[src/frame_buffer_and_statistics_params.svh]
// Offsets, field positions, limits and reset values of the buffer block
`ifndef FRAME_BUFFER_AND_STATISTICS_PARAMS_SVH
`define FRAME_BUFFER_AND_STATISTICS_PARAMS_SVH
`define FBS_ADDR_W 8
`define FBS_OFS_CTRL 8'h00
`define FBS_OFS_SLOTS 8'h04
`define FBS_OFS_STATUS 8'h08
`define FBS_OFS_M2W 8'h0c
`define FBS_OFS_W2M 8'h10
`define FBS_OFS_CNT_BASE 8'h40
`define FBS_CNT_NUM 24
`define FBS_CTRL_FLOW_BIT 0
`define FBS_CTRL_COLDROP_BIT 1
`define FBS_CTRL_HALF_BIT 2
`define FBS_STATUS_BUFSEL_BIT 3
`define FBS_CTRL_RESET 3'h0
`define FBS_SLOTS_RESET 6'h01
`define FBS_SLOTS_MAX 6'h20
`define FBS_LEN_MAX 12'h7ef
`define FBS_LEN_MIN 12'h040
`define FBS_M2W_LARGE 10'h200
`define FBS_M2W_PER_SLOT 10'h020
`define FBS_M2W_SMALL_MAX 10'h100
`define FBS_W2M_FIXED 10'h100
`define FBS_CAP_SHIFT 16
`endif

[src/fbs_pkg.sv]
// Types shared by the frame buffer and statistics block
package fbs_pkg;
   typedef logic [11:0] frame_len_t;
   typedef logic [9:0] frame_occ_t;
   typedef logic [31:0] stat_word_t;
   typedef enum logic [4:0] {
      CNT_WAN_RX_FRAME = 5'b00000,
      CNT_WAN_RX_BYTE = 5'b00001,
      CNT_WAN_RX_CHECK_ERR = 5'b00010,
      CNT_WAN_RX_LONG = 5'b00011,
      CNT_WAN_RX_SHORT = 5'b00100,
      CNT_WAN_RX_DROP = 5'b00101,
      CNT_LAN_TX_ERR = 5'b00110,
      CNT_LAN_TX_GOOD_BYTE = 5'b00111,
      CNT_LAN_TX_GOOD_FRAME = 5'b01000,
      CNT_LAN_TX_PAUSE = 5'b01001,
      CNT_LAN_COLLISION = 5'b01010,
      CNT_LAN_EXCESS_COL = 5'b01011,
      CNT_LAN_RX_TOTAL_BYTE = 5'b01100,
      CNT_LAN_RX_SHORT = 5'b01101,
      CNT_LAN_RX_LONG = 5'b01110,
      CNT_LAN_RX_CHECK_ERR = 5'b01111,
      CNT_LAN_RX_BCAST = 5'b10000,
      CNT_LAN_RX_GROUP = 5'b10001,
      CNT_LAN_RX_GOOD_FRAME = 5'b10010,
      CNT_LAN_RX_GOOD_BYTE = 5'b10011,
      CNT_LAN_RX_DROP = 5'b10100,
      CNT_WAN_TX_LEN_ERR = 5'b10101,
      CNT_WAN_TX_BYTE = 5'b10110,
      CNT_WAN_TX_FRAME = 5'b10111
   } cnt_idx_t;
endpackage

[src/frame_buffer_and_statistics.sv]
// Frame buffer occupancy, statistics counters and APB register file
`timescale 1ns/1ps
`include "frame_buffer_and_statistics_params.svh"

// Functional notes
// - Memory clock runs at half core clock
// - Memory split into two directional frame buffers
// - WAN-to-MII buffer has fixed capacity
// - Select pin high: MII-to-WAN holds 512 frames
// - Select pin low: capacity scales with timeslots
// - Select pin level readable as status bit
// - Count all WAN received frames and bytes
// - Count WAN check errors, long, short frames
// - Store only good frames; count full drops
// - Count long or short frames fetched by MAC
// - Count good bytes and frames sent to PHY
// - Count sent pause frames when flow control on
// - Half duplex: count collisions and excess drops
// - Count every byte received from the PHY
// - Count short, long, check errors exclusive
// - Count broadcast and multicast without errors; long or short frames still counted
// - Count good frames and bytes only
// - Half duplex collision fragments not counted short
// - Flow control off: count full buffer drops
// - Count WAN send length errors, frames, bytes
// - Over 2031 long, under 64 short
module frame_buffer_and_statistics import fbs_pkg::*; (
   input wire logic clk_sys_i,
   input wire logic resetn_i,
   input wire logic psel_i,
   input wire logic penable_i,
   input wire logic pwrite_i,
   input wire logic [`FBS_ADDR_W-1:0] paddr_i,
   input wire logic [31:0] pwdata_i,
   output logic [31:0] prdata_o,
   output logic pready_o,
   output logic pslverr_o,
   input wire logic buffer_size_select_pin_i,
   output logic memory_clock_output_o,
   output logic flow_control_enable_o,
   output logic excess_collision_drop_enable_o,
   output logic half_duplex_o,
   input wire logic wan_rx_end_i,
   input wire logic [11:0] wan_rx_len_i,
   input wire logic wan_rx_check_ok_i,
   output logic w2m_store_o,
   input wire logic lan_tx_fetch_i,
   input wire logic [11:0] lan_tx_fetch_len_i,
   input wire logic lan_tx_done_i,
   input wire logic [11:0] lan_tx_len_i,
   input wire logic lan_tx_pause_i,
   input wire logic lan_collision_i,
   input wire logic lan_excess_col_i,
   input wire logic lan_rx_byte_i,
   input wire logic lan_rx_end_i,
   input wire logic [11:0] lan_rx_len_i,
   input wire logic lan_rx_check_ok_i,
   input wire logic lan_rx_broadcast_i,
   input wire logic lan_rx_group_i,
   input wire logic lan_rx_collided_i,
   output logic m2w_store_o,
   input wire logic wan_tx_fetch_i,
   input wire logic [11:0] wan_tx_fetch_len_i,
   input wire logic wan_tx_done_i,
   input wire logic [11:0] wan_tx_bytes_i
);

   function automatic logic is_long(input frame_len_t len);
      is_long = (len > `FBS_LEN_MAX);
   endfunction

   function automatic logic is_short(input frame_len_t len);
      is_short = (len < `FBS_LEN_MIN);
   endfunction

   function automatic stat_word_t widen(input frame_len_t len);
      widen = {20'h00000, len};
   endfunction

   function automatic frame_occ_t next_occ(input frame_occ_t occ,
                                           input logic put,
                                           input logic take);
      logic do_take;
      do_take = take && (occ != 10'h000);
      next_occ = occ + {9'h000, put} - {9'h000, do_take};
   endfunction

   // Register state
   logic [2:0] ctrl;
   logic [5:0] slots;
   logic bufsel_meta;
   logic bufsel;
   logic mclk;
   frame_occ_t w2m_occ;
   frame_occ_t m2w_occ;
   stat_word_t cnt [0:`FBS_CNT_NUM-1];

   wire flow_en = ctrl[`FBS_CTRL_FLOW_BIT];
   wire coldrop_en = ctrl[`FBS_CTRL_COLDROP_BIT];
   wire half_en = ctrl[`FBS_CTRL_HALF_BIT];

   // MII-to-WAN capacity from the pin mode and the slot count
   wire [5:0] slots_used = (slots == 6'h00) ? 6'h01 : slots;
   // One bit wider than the capacity: 32 slots times 32 frames is 1024
   wire [10:0] small_raw = {5'h00, slots_used} * 11'(`FBS_M2W_PER_SLOT);
   wire [9:0] small_cap = (small_raw > 11'(`FBS_M2W_SMALL_MAX)) ?
                          `FBS_M2W_SMALL_MAX : small_raw[9:0];
   wire [9:0] m2w_cap = bufsel ? `FBS_M2W_LARGE : small_cap;
   wire [9:0] w2m_cap = `FBS_W2M_FIXED;

   // WAN receive path
   wire wan_rx_long = is_long(wan_rx_len_i);
   wire wan_rx_short = is_short(wan_rx_len_i);
   wire w2m_offer = wan_rx_end_i && wan_rx_check_ok_i;
   wire w2m_room = (w2m_occ < w2m_cap);
   wire w2m_put = w2m_offer && w2m_room;
   wire w2m_drop = w2m_offer && !w2m_room;

   // MAC transmit path
   wire lan_tx_bad = lan_tx_fetch_i &&
        (is_long(lan_tx_fetch_len_i) || is_short(lan_tx_fetch_len_i));

   // MAC receive path; collision fragments in half duplex are dropped
   wire rx_fragment = half_en && lan_rx_collided_i;
   wire rx_frame = lan_rx_end_i && !rx_fragment;
   wire rx_long = is_long(lan_rx_len_i);
   wire rx_short = is_short(lan_rx_len_i);
   wire rx_len_bad = rx_long || rx_short;
   wire rx_good = rx_frame && lan_rx_check_ok_i && !rx_len_bad;
   wire m2w_room = (m2w_occ < m2w_cap);
   wire m2w_put = rx_good && m2w_room;
   wire m2w_drop = rx_good && !m2w_room && !flow_en;

   // WAN transmit path
   wire wan_tx_bad = wan_tx_fetch_i &&
        (is_long(wan_tx_fetch_len_i) || is_short(wan_tx_fetch_len_i));

   // Increment per counter, zero when nothing qualifies
   stat_word_t amt [0:`FBS_CNT_NUM-1];
   assign amt[CNT_WAN_RX_FRAME] = {31'h0, wan_rx_end_i};
   assign amt[CNT_WAN_RX_BYTE] =
          wan_rx_end_i ? widen(wan_rx_len_i) : 32'h0;
   assign amt[CNT_WAN_RX_CHECK_ERR] =
          {31'h0, wan_rx_end_i && !wan_rx_check_ok_i};
   assign amt[CNT_WAN_RX_LONG] =
          {31'h0, wan_rx_end_i && wan_rx_long};
   assign amt[CNT_WAN_RX_SHORT] =
          {31'h0, wan_rx_end_i && wan_rx_short};
   assign amt[CNT_WAN_RX_DROP] = {31'h0, w2m_drop};
   assign amt[CNT_LAN_TX_ERR] = {31'h0, lan_tx_bad};
   assign amt[CNT_LAN_TX_GOOD_BYTE] =
          lan_tx_done_i ? widen(lan_tx_len_i) : 32'h0;
   assign amt[CNT_LAN_TX_GOOD_FRAME] = {31'h0, lan_tx_done_i};
   assign amt[CNT_LAN_TX_PAUSE] =
          {31'h0, lan_tx_pause_i && flow_en};
   assign amt[CNT_LAN_COLLISION] =
          {31'h0, lan_collision_i && half_en};
   assign amt[CNT_LAN_EXCESS_COL] =
          {31'h0, lan_excess_col_i && half_en && coldrop_en};
   assign amt[CNT_LAN_RX_TOTAL_BYTE] = {31'h0, lan_rx_byte_i};
   assign amt[CNT_LAN_RX_SHORT] = {31'h0, rx_frame && rx_short};
   assign amt[CNT_LAN_RX_LONG] = {31'h0, rx_frame && rx_long};
   assign amt[CNT_LAN_RX_CHECK_ERR] =
          {31'h0, rx_frame && !lan_rx_check_ok_i && !rx_len_bad};
   assign amt[CNT_LAN_RX_BCAST] =
          {31'h0, rx_frame && lan_rx_check_ok_i &&
           lan_rx_broadcast_i};
   assign amt[CNT_LAN_RX_GROUP] =
          {31'h0, rx_frame && lan_rx_check_ok_i && lan_rx_group_i &&
           !lan_rx_broadcast_i};
   assign amt[CNT_LAN_RX_GOOD_FRAME] = {31'h0, rx_good};
   assign amt[CNT_LAN_RX_GOOD_BYTE] =
          rx_good ? widen(lan_rx_len_i) : 32'h0;
   assign amt[CNT_LAN_RX_DROP] = {31'h0, m2w_drop};
   assign amt[CNT_WAN_TX_LEN_ERR] = {31'h0, wan_tx_bad};
   assign amt[CNT_WAN_TX_BYTE] =
          wan_tx_done_i ? widen(wan_tx_bytes_i) : 32'h0;
   assign amt[CNT_WAN_TX_FRAME] = {31'h0, wan_tx_done_i};

   // APB decode; registers answer in the access cycle after setup
   wire setup = psel_i && !penable_i;
   wire access = psel_i && penable_i && pready_o;
   wire wr_access = access && pwrite_i;
   wire in_cnt = (paddr_i >= `FBS_OFS_CNT_BASE) &&
        (paddr_i < `FBS_OFS_CNT_BASE + 8'(4 * `FBS_CNT_NUM)) &&
        (paddr_i[1:0] == 2'b00);
   wire [7:0] cnt_ofs = paddr_i - `FBS_OFS_CNT_BASE;
   wire [4:0] cnt_sel = cnt_ofs[6:2];
   wire hit_ctrl = (paddr_i == `FBS_OFS_CTRL);
   wire hit_slots = (paddr_i == `FBS_OFS_SLOTS);
   wire hit_status = (paddr_i == `FBS_OFS_STATUS);
   wire hit_m2w = (paddr_i == `FBS_OFS_M2W);
   wire hit_w2m = (paddr_i == `FBS_OFS_W2M);
   wire hit_rw = hit_ctrl || hit_slots;
   wire hit_ro = hit_status || hit_m2w || hit_w2m || in_cnt;
   // Writes to read-only or unmapped words are refused with an error
   wire bad = pwrite_i ? !hit_rw : !(hit_rw || hit_ro);
   wire [5:0] wr_slots = (pwdata_i[5:0] > `FBS_SLOTS_MAX) ?
        `FBS_SLOTS_MAX : pwdata_i[5:0];

   stat_word_t status_word;
   stat_word_t m2w_word;
   stat_word_t w2m_word;
   stat_word_t rd_word;
   assign status_word =
          32'(bufsel) << `FBS_STATUS_BUFSEL_BIT;
   assign m2w_word = (32'(m2w_cap) << `FBS_CAP_SHIFT) | 32'(m2w_occ);
   assign w2m_word = (32'(w2m_cap) << `FBS_CAP_SHIFT) | 32'(w2m_occ);
   assign rd_word = hit_ctrl ? {29'h0, ctrl} :
                    hit_slots ? {26'h0, slots} :
                    hit_status ? status_word :
                    hit_m2w ? m2w_word :
                    hit_w2m ? w2m_word :
                    in_cnt ? cnt[cnt_sel] : 32'h0;

   // Bus response: pready, read data and error all from flops
   always_ff @(posedge clk_sys_i) begin
      if (!resetn_i) begin
         pready_o <= 1'b0;
         prdata_o <= 32'h0;
         pslverr_o <= 1'b0;
      end else begin
         pready_o <= setup;
         prdata_o <= (setup && !pwrite_i) ? rd_word : 32'h0;
         pslverr_o <= setup && bad;
      end
   end

   // Control registers
   always_ff @(posedge clk_sys_i) begin
      if (!resetn_i) begin
         ctrl <= `FBS_CTRL_RESET;
         slots <= `FBS_SLOTS_RESET;
      end else if (wr_access && hit_ctrl) begin
         ctrl <= pwdata_i[2:0];
      end else if (wr_access && hit_slots) begin
         slots <= wr_slots;
      end
   end

   always_ff @(posedge clk_sys_i) begin
      if (!resetn_i) begin
         flow_control_enable_o <= 1'b0;
         excess_collision_drop_enable_o <= 1'b0;
         half_duplex_o <= 1'b0;
      end else begin
         flow_control_enable_o <= flow_en;
         excess_collision_drop_enable_o <= coldrop_en;
         half_duplex_o <= half_en;
      end
   end

   // The pin is asynchronous to the core clock
   always_ff @(posedge clk_sys_i) begin
      if (!resetn_i) begin
         bufsel_meta <= 1'b0;
         bufsel <= 1'b0;
      end else begin
         bufsel_meta <= buffer_size_select_pin_i;
         bufsel <= bufsel_meta;
      end
   end

   // Memory clock: toggled every rising core edge gives exactly half rate
   always_ff @(posedge clk_sys_i) begin
      if (!resetn_i) begin
         mclk <= 1'b0;
      end else begin
         mclk <= !mclk;
      end
   end
   assign memory_clock_output_o = mclk;

   // Frame occupancy of both buffers; a fetch from empty is ignored
   always_ff @(posedge clk_sys_i) begin
      if (!resetn_i) begin
         w2m_occ <= 10'h000;
         m2w_occ <= 10'h000;
         w2m_store_o <= 1'b0;
         m2w_store_o <= 1'b0;
      end else begin
         w2m_occ <= next_occ(w2m_occ, w2m_put, lan_tx_fetch_i);
         m2w_occ <= next_occ(m2w_occ, m2w_put, wan_tx_fetch_i);
         w2m_store_o <= w2m_put;
         m2w_store_o <= m2w_put;
      end
   end

   // Counters wrap at 32 bits; they are never cleared except by reset
   always_ff @(posedge clk_sys_i) begin
      if (!resetn_i) begin
         for (int i = 0; i < `FBS_CNT_NUM; i++) begin
            cnt[i] <= 32'h0;
         end
      end else begin
         for (int i = 0; i < `FBS_CNT_NUM; i++) begin
            cnt[i] <= cnt[i] + amt[i];
         end
      end
   end

endmodule

[config.mk]
export PLATFORM = sky130hd
export DESIGN_NAME = frame_buffer_and_statistics
export DESIGN_NICKNAME = d
export VERILOG_FILES = /design/src/fbs_pkg.sv /design/src/frame_buffer_and_statistics.sv
export VERILOG_INCLUDE_DIRS = /design/src
export SDC_FILE = /design/constraint.sdc
export NUM_CORES = 2
export LEC_CHECK = 0
export ABC_AREA = 1
export BUFFER_PORTS_ARGS = -buffer_cell sky130_fd_sc_hd__buf_2
export CORE_MARGIN = 3
export CORE_UTILIZATION = 55
export CTS_CLUSTER_DIAMETER = 80
export DETAILED_ROUTE_END_ITERATION = 10
export GPL_ROUTABILITY_DRIVEN = 0
export PLACE_DENSITY = 0.8
export RECOVER_POWER = 100
export SLEW_MARGIN = 5
export SYNTH_ARGS = -nofsm -noshare
export SYNTH_HDL_FRONTEND = slang
export SYNTH_SLANG_ARGS = --single-unit
export TNS_END_PERCENT = 20
[constraint.sdc]
create_clock -name clk_sys_i -period 8.55 [get_ports clk_sys_i]
set_input_delay 1.71 -clock clk_sys_i [delete_from_list [all_inputs] [get_ports clk_sys_i]]
set_output_delay 1.71 -clock clk_sys_i [all_outputs]
set_load 0.02 [all_outputs]
# Word level (Yosys, flattened, before mapping)
# Memory sizes are Yosys's and may differ from the RTL's.
# Cells that the tools add are included.
# word_totals
regBits	71
mem_bits_rw	768
output_inout_bits	40
word_cells	202
memories	1
# memory_table
memory	depth	width	read_ports	rd_ports_with_merged_regs	write_ports	line_no	source
cnt	24	32	25	0	24	frame_buffer_and_statistics.sv:96	stat_word_t cnt [0:`FBS_CNT_NUM-1];
# classes
add_sub_neg	29
order_cmp	14
n_eq_ne	4
n_mux	41
n_bitwise	28
n_reduce_logical	68
# ops
cell	count
32-bit two-way mux	27
32-bit by 1-bit adder with 32-bit output	20
32-bit by 12-bit adder with 32-bit output	4
12-bit by 11-bit > comparator with 1-bit output, second input constant	4
12-bit by 7-bit < comparator with 1-bit output, second input constant	4
12-bit two-way mux	4
1-bit logical AND	38
26-bit by 10-bit OR with 26-bit output	1
6-bit two-way mux	4
1-bit OR	24
10-bit by 1-bit adder with 10-bit output	2
10-bit two-way mux	2
10-bit nonzero test	2
10-bit by 1-bit subtractor with 10-bit output	2
8-bit by 4-bit equality test with 1-bit output, second input constant	2
1-bit zero test	13
11-bit by 9-bit > comparator with 1-bit output, second input constant	1
10-bit < comparator	1
10-bit by 9-bit < comparator with 1-bit output, second input constant	1
8-bit by 3-bit equality test with 1-bit output, second input constant	1
8-bit by 5-bit equality test with 1-bit output, second input constant	1
8-bit by 7-bit >= comparator with 1-bit output, second input constant	1
8-bit zero test	1
1-bit logical OR	8
other kinds (11)	16

# Logic depth before layout (Yosys ltp)
# logic_depth
word_depth	11
mapped_depth	25
depth_no_buf	25

# Least setup slack after synthesis
# No wires, ideal clock.
# synth_timing
kind	input -> register
from	input port lan_rx_len_i[10]
to	memory cnt[19][29] in the netlist's numbering
setup_time_ns	0.111
arrival_ns	4.110
required_ns	8.439
slack_ns	4.328
path_stages	18
cell_sequence	inv_1 nor4_1 nand4_1 nand4_1 clkbuf_1 nor2_1 ha_1 a21oi_1 nor2_1 nor2_1 nand2_1 nand2_1 nand2_1 nand2_1 nor2_1 or2_2 inv_1 nor2_1
# synth_lines
element	line_no	source
start, declared	frame_buffer_and_statistics.sv:56	input wire logic [11:0] lan_rx_len_i,
end, declared	frame_buffer_and_statistics.sv:96	

# Worst setup path in the final report
# layout_timing
from	input port paddr_i[2]
to	register prdata_o[12]
# layout_via
elab_chain_len	6
word_cells_on_any_way	15
classes_between	1 x add/sub; 2 x order compare; 4 x eq/ne; 3 x mux; 4 x reduce/logical; 1 x memory
# layout_rtl
element	line_no	source
start, declared	frame_buffer_and_statistics.sv:33	input wire logic [`FBS_ADDR_W-1:0] paddr_i,
parallel branches: the longest is 6 deep, another holds memory read 24 x 32 bit	-	
end signal, assigned	frame_buffer_and_statistics.sv:224	prdata_o <= (setup && !pwrite_i) ? rd_word : 32'h0;
end, declared	frame_buffer_and_statistics.sv:35	output logic [31:0] prdata_o,
# Parallel ways; which one is timed is not known.
# A chain may end at the register's enable or synchronous reset.

==> flow_summary.yaml <==
run_status:
  outcome: "finished, violations left"
  violations: "capacitance limit, slew limit"
layout:
  fillCellCount: 8122
  layout_commonest_cell: "nand2_1"
  drive_gt1_frac: 0.0487
  post-route-util: 0.610
  fin_nets: 7834
  mostFrequentLayoutCells: "nand2_1, inv_1, nor2_1"
  area_growth_pct: 9.26
floorplan:
  die_y_um: 304
  coreArea_um2: 87400
  row_count: 108
  die_w_um: 304
  ios: 173
  dieArea_um2: 92400
  initial_utilization: 0.558
detailed_routing:
  dr.pass1.iters: 6
  viasPerCell: 5.96
  highest_layer: "met5"
  wl_met1_um: 65800
  antenna_left: 0
  vias: 52500
  drc: 0
  wl_met2_um: 67200
  dr.first_iter.drc_count: 6993
  wl_per_cell_um: 18.6
  dr_wl_met3_um: 20500
  routed_wl_um: 164000
synth:
  yosys.area.top_type: "dfxtp_1"
  synth_area_per_cell_um2: 6.49
  synthesis.area_um2: 48800
  syn_nets: 7782
  netlist_instances: 7522
  synth_cell_types: 55
  yosysWarnings: 0
  yosys.area.top_type_share: 0.344
  synth_edf_count: 0
  ys_seq_elements: 839
  ys.flop_type: "dfxtp_1"
  async_reset_ff_frac: 0
  yosysSeqAreaShare: 0.344
  synth_area_leaders: "dfxtp_1, nand2_1, inv_1"
timing:
  hold_viol_final: 0
  final.setup.worst_slack_ns: 1.85
  finalSetupViolCount: 0
  finalCritPeriodShare: 0.784
  drv_slew: 322
  worstMarginPinSlew_ns: 4.50
  period_needed_ns: 6.70
  timing.fmax_ghz: 0.149
  finalSetupTns_ns: 0
  rsz0062_at_grt: "false"
  slew_headroom: -2.00
  clock_skew_ns: 0.0345
critical_path:
  path_delay_family: "buffers and inverters"
  critPathCaptureType: "flip-flop"
  crit_chain: "clkbuf_1 -> clkbuf_1 -> nor2_4 -> clkbuf_1 -> nand2_1 -> nor2_1 -> inv_1 -> nand2_1 -> nor2_1 -> nand2_1 -> a31oi_1"
  slowest_stage: "nor2_1"
  cp.arrival_ns: 7.30
  cp_max_fo: 36
  timing.critical_path.buf_inv: 4
  worstPathRequired_ns: 9.15
  cp_slowest_stage_delay_ns: 1.44
  startpoint_type: "primary input"
  critPathKind: "primary input to flip-flop"
pwr:
  power_density_nw_per_um2: 178
  leakage_uw: 0.0193
  ir_worst_vdd_mv: 0.181
clocking:
  cts_tree: "done"
  path_clk_slew_ns: 0.06
  cts.repair.resized: 0
  worstSkewPairLatency_ns: 0.68
  clockRootBuffer: "clkbuf_16"
  post_cts_buffers: 0
  htreeDepth: 3
  cts_buffer_depth: 3
  hold_buffers: 0
  clock_sinks: 839
  numCtsBuffers: 94
grt:
  antenna_found_initial: 7
  grt-ovfl-total: 0
  grt_pass1_vias: 47500
  grt_pass1_wl_um: 254000
  grt_max_degree: 212
  grt_usage: 0.338
place:
  dpl.hpwl_um: 121000
  place_ws_ns: 2.85
  port_buffers: 138
flow_run:
  drv_cap: 6
hold_path:
  hold_class: "flip-flop to flip-flop"
## report_power, final
group	switching [uW]	internal, uW	total (uW)
combinational	744	351	1090
clock	1760	2600	4350
sequential	76.3	3990	4070
total	2580	6940	9520
## kinds of logic after synthesis
group	share of synthesized area
adder cells (fa/ha/maj)	0.0335
AO/OA/AOI/OAI	0.142
AND/OR/NAND/NOR	0.366
flip-flops	0.344
XOR/XNOR	0.0224
buffers and inverters	0.0923
other	0.0000768
## sequential cells by signal (all words and copies together) (netlist names)
signal and flops:
m2w_occ 10, bufsel 1, m2w_store_o 1, excess_collision_drop_enable_o 1, w2m_occ 10, w2m_store_o 1
memory_clock_output_o 1, pready_o 1, flow_control_enable_o 1, pslverr_o 1, bufsel_meta 1, slots 6
ctrl 3, prdata_o 32, half_duplex_o 1, cnt 768
## Yosys cell counts, drive strengths merged (46+ instances only)
library cell	n
a21oi	542
a22oi	59
buf	78
clkbuf	131
dfxtp	839
ha	121
inv	962
nand2	1845
nand3	344
nand4	237
nor2	949
nor3	371
nor3b	105
nor4	65
o2111ai	46
o21a	53
o21ai	358
o22ai	71
or2	86
xor2	84
## layout make-up
type,count,area [um2],share of cell area
timing repair buffer,165,885,0.0166
clock inverter,42,543,0.0102
multi-input combinational,5511,27300,0.511
inverter,963,3620,0.0680
clock buffer,132,2770,0.0519
sequential,839,16800,0.315
antenna,3,7.51,0.000141
tap,1155,1450,0.0271
## worst paths after layout
path                               from               endpoint  slack [ns]  cells past startpoint
hold / removal    memory_clock_output_o  memory_clock_output_o        0.41                      1
setup / recovery             paddr_i[2]           prdata_o[12]        1.85                     11
setup reg to reg                ctrl[2]            cnt[20][18]        4.00                     19
hold reg to reg   memory_clock_output_o  memory_clock_output_o        0.41                      1
## worst reg2reg max path, delay by kind of cell (launching register included)
| kind | cells | cell delay, ns |
|---|---|---|
| adders and majority gates | 2 | 0.36 |
| buffers and inverters | 4 | 0.80 |
| DFF | 1 | 0.29 |
| and+or+nand+nor | 13 | 2.79 |
## layer usage
metal | track usage | up-vias
li1 | - | 25000
met1 | 0.449 | 23800
met2 | 0.500 | 3131
met3 | 0.0844 | 587
met4 | 0.193 | 6
met5 | 0 | -
## metrics by stage
stage	instance area, um2	total power (uW)	hold slack (ns)	instances
2_1_floorplan	48800	4900	0.390	7522
3_3_place_gp	50400	5170	0.397	8633
3_5_place_dp	50400	5210	0.400	8633
4_1_cts	53700	9500	0.408	8807
5_1_grt	53300	9830	0.456	8808
6_report	53300	9520	0.410	8810
No activity file was read; power rests on OpenSTA's default activity.
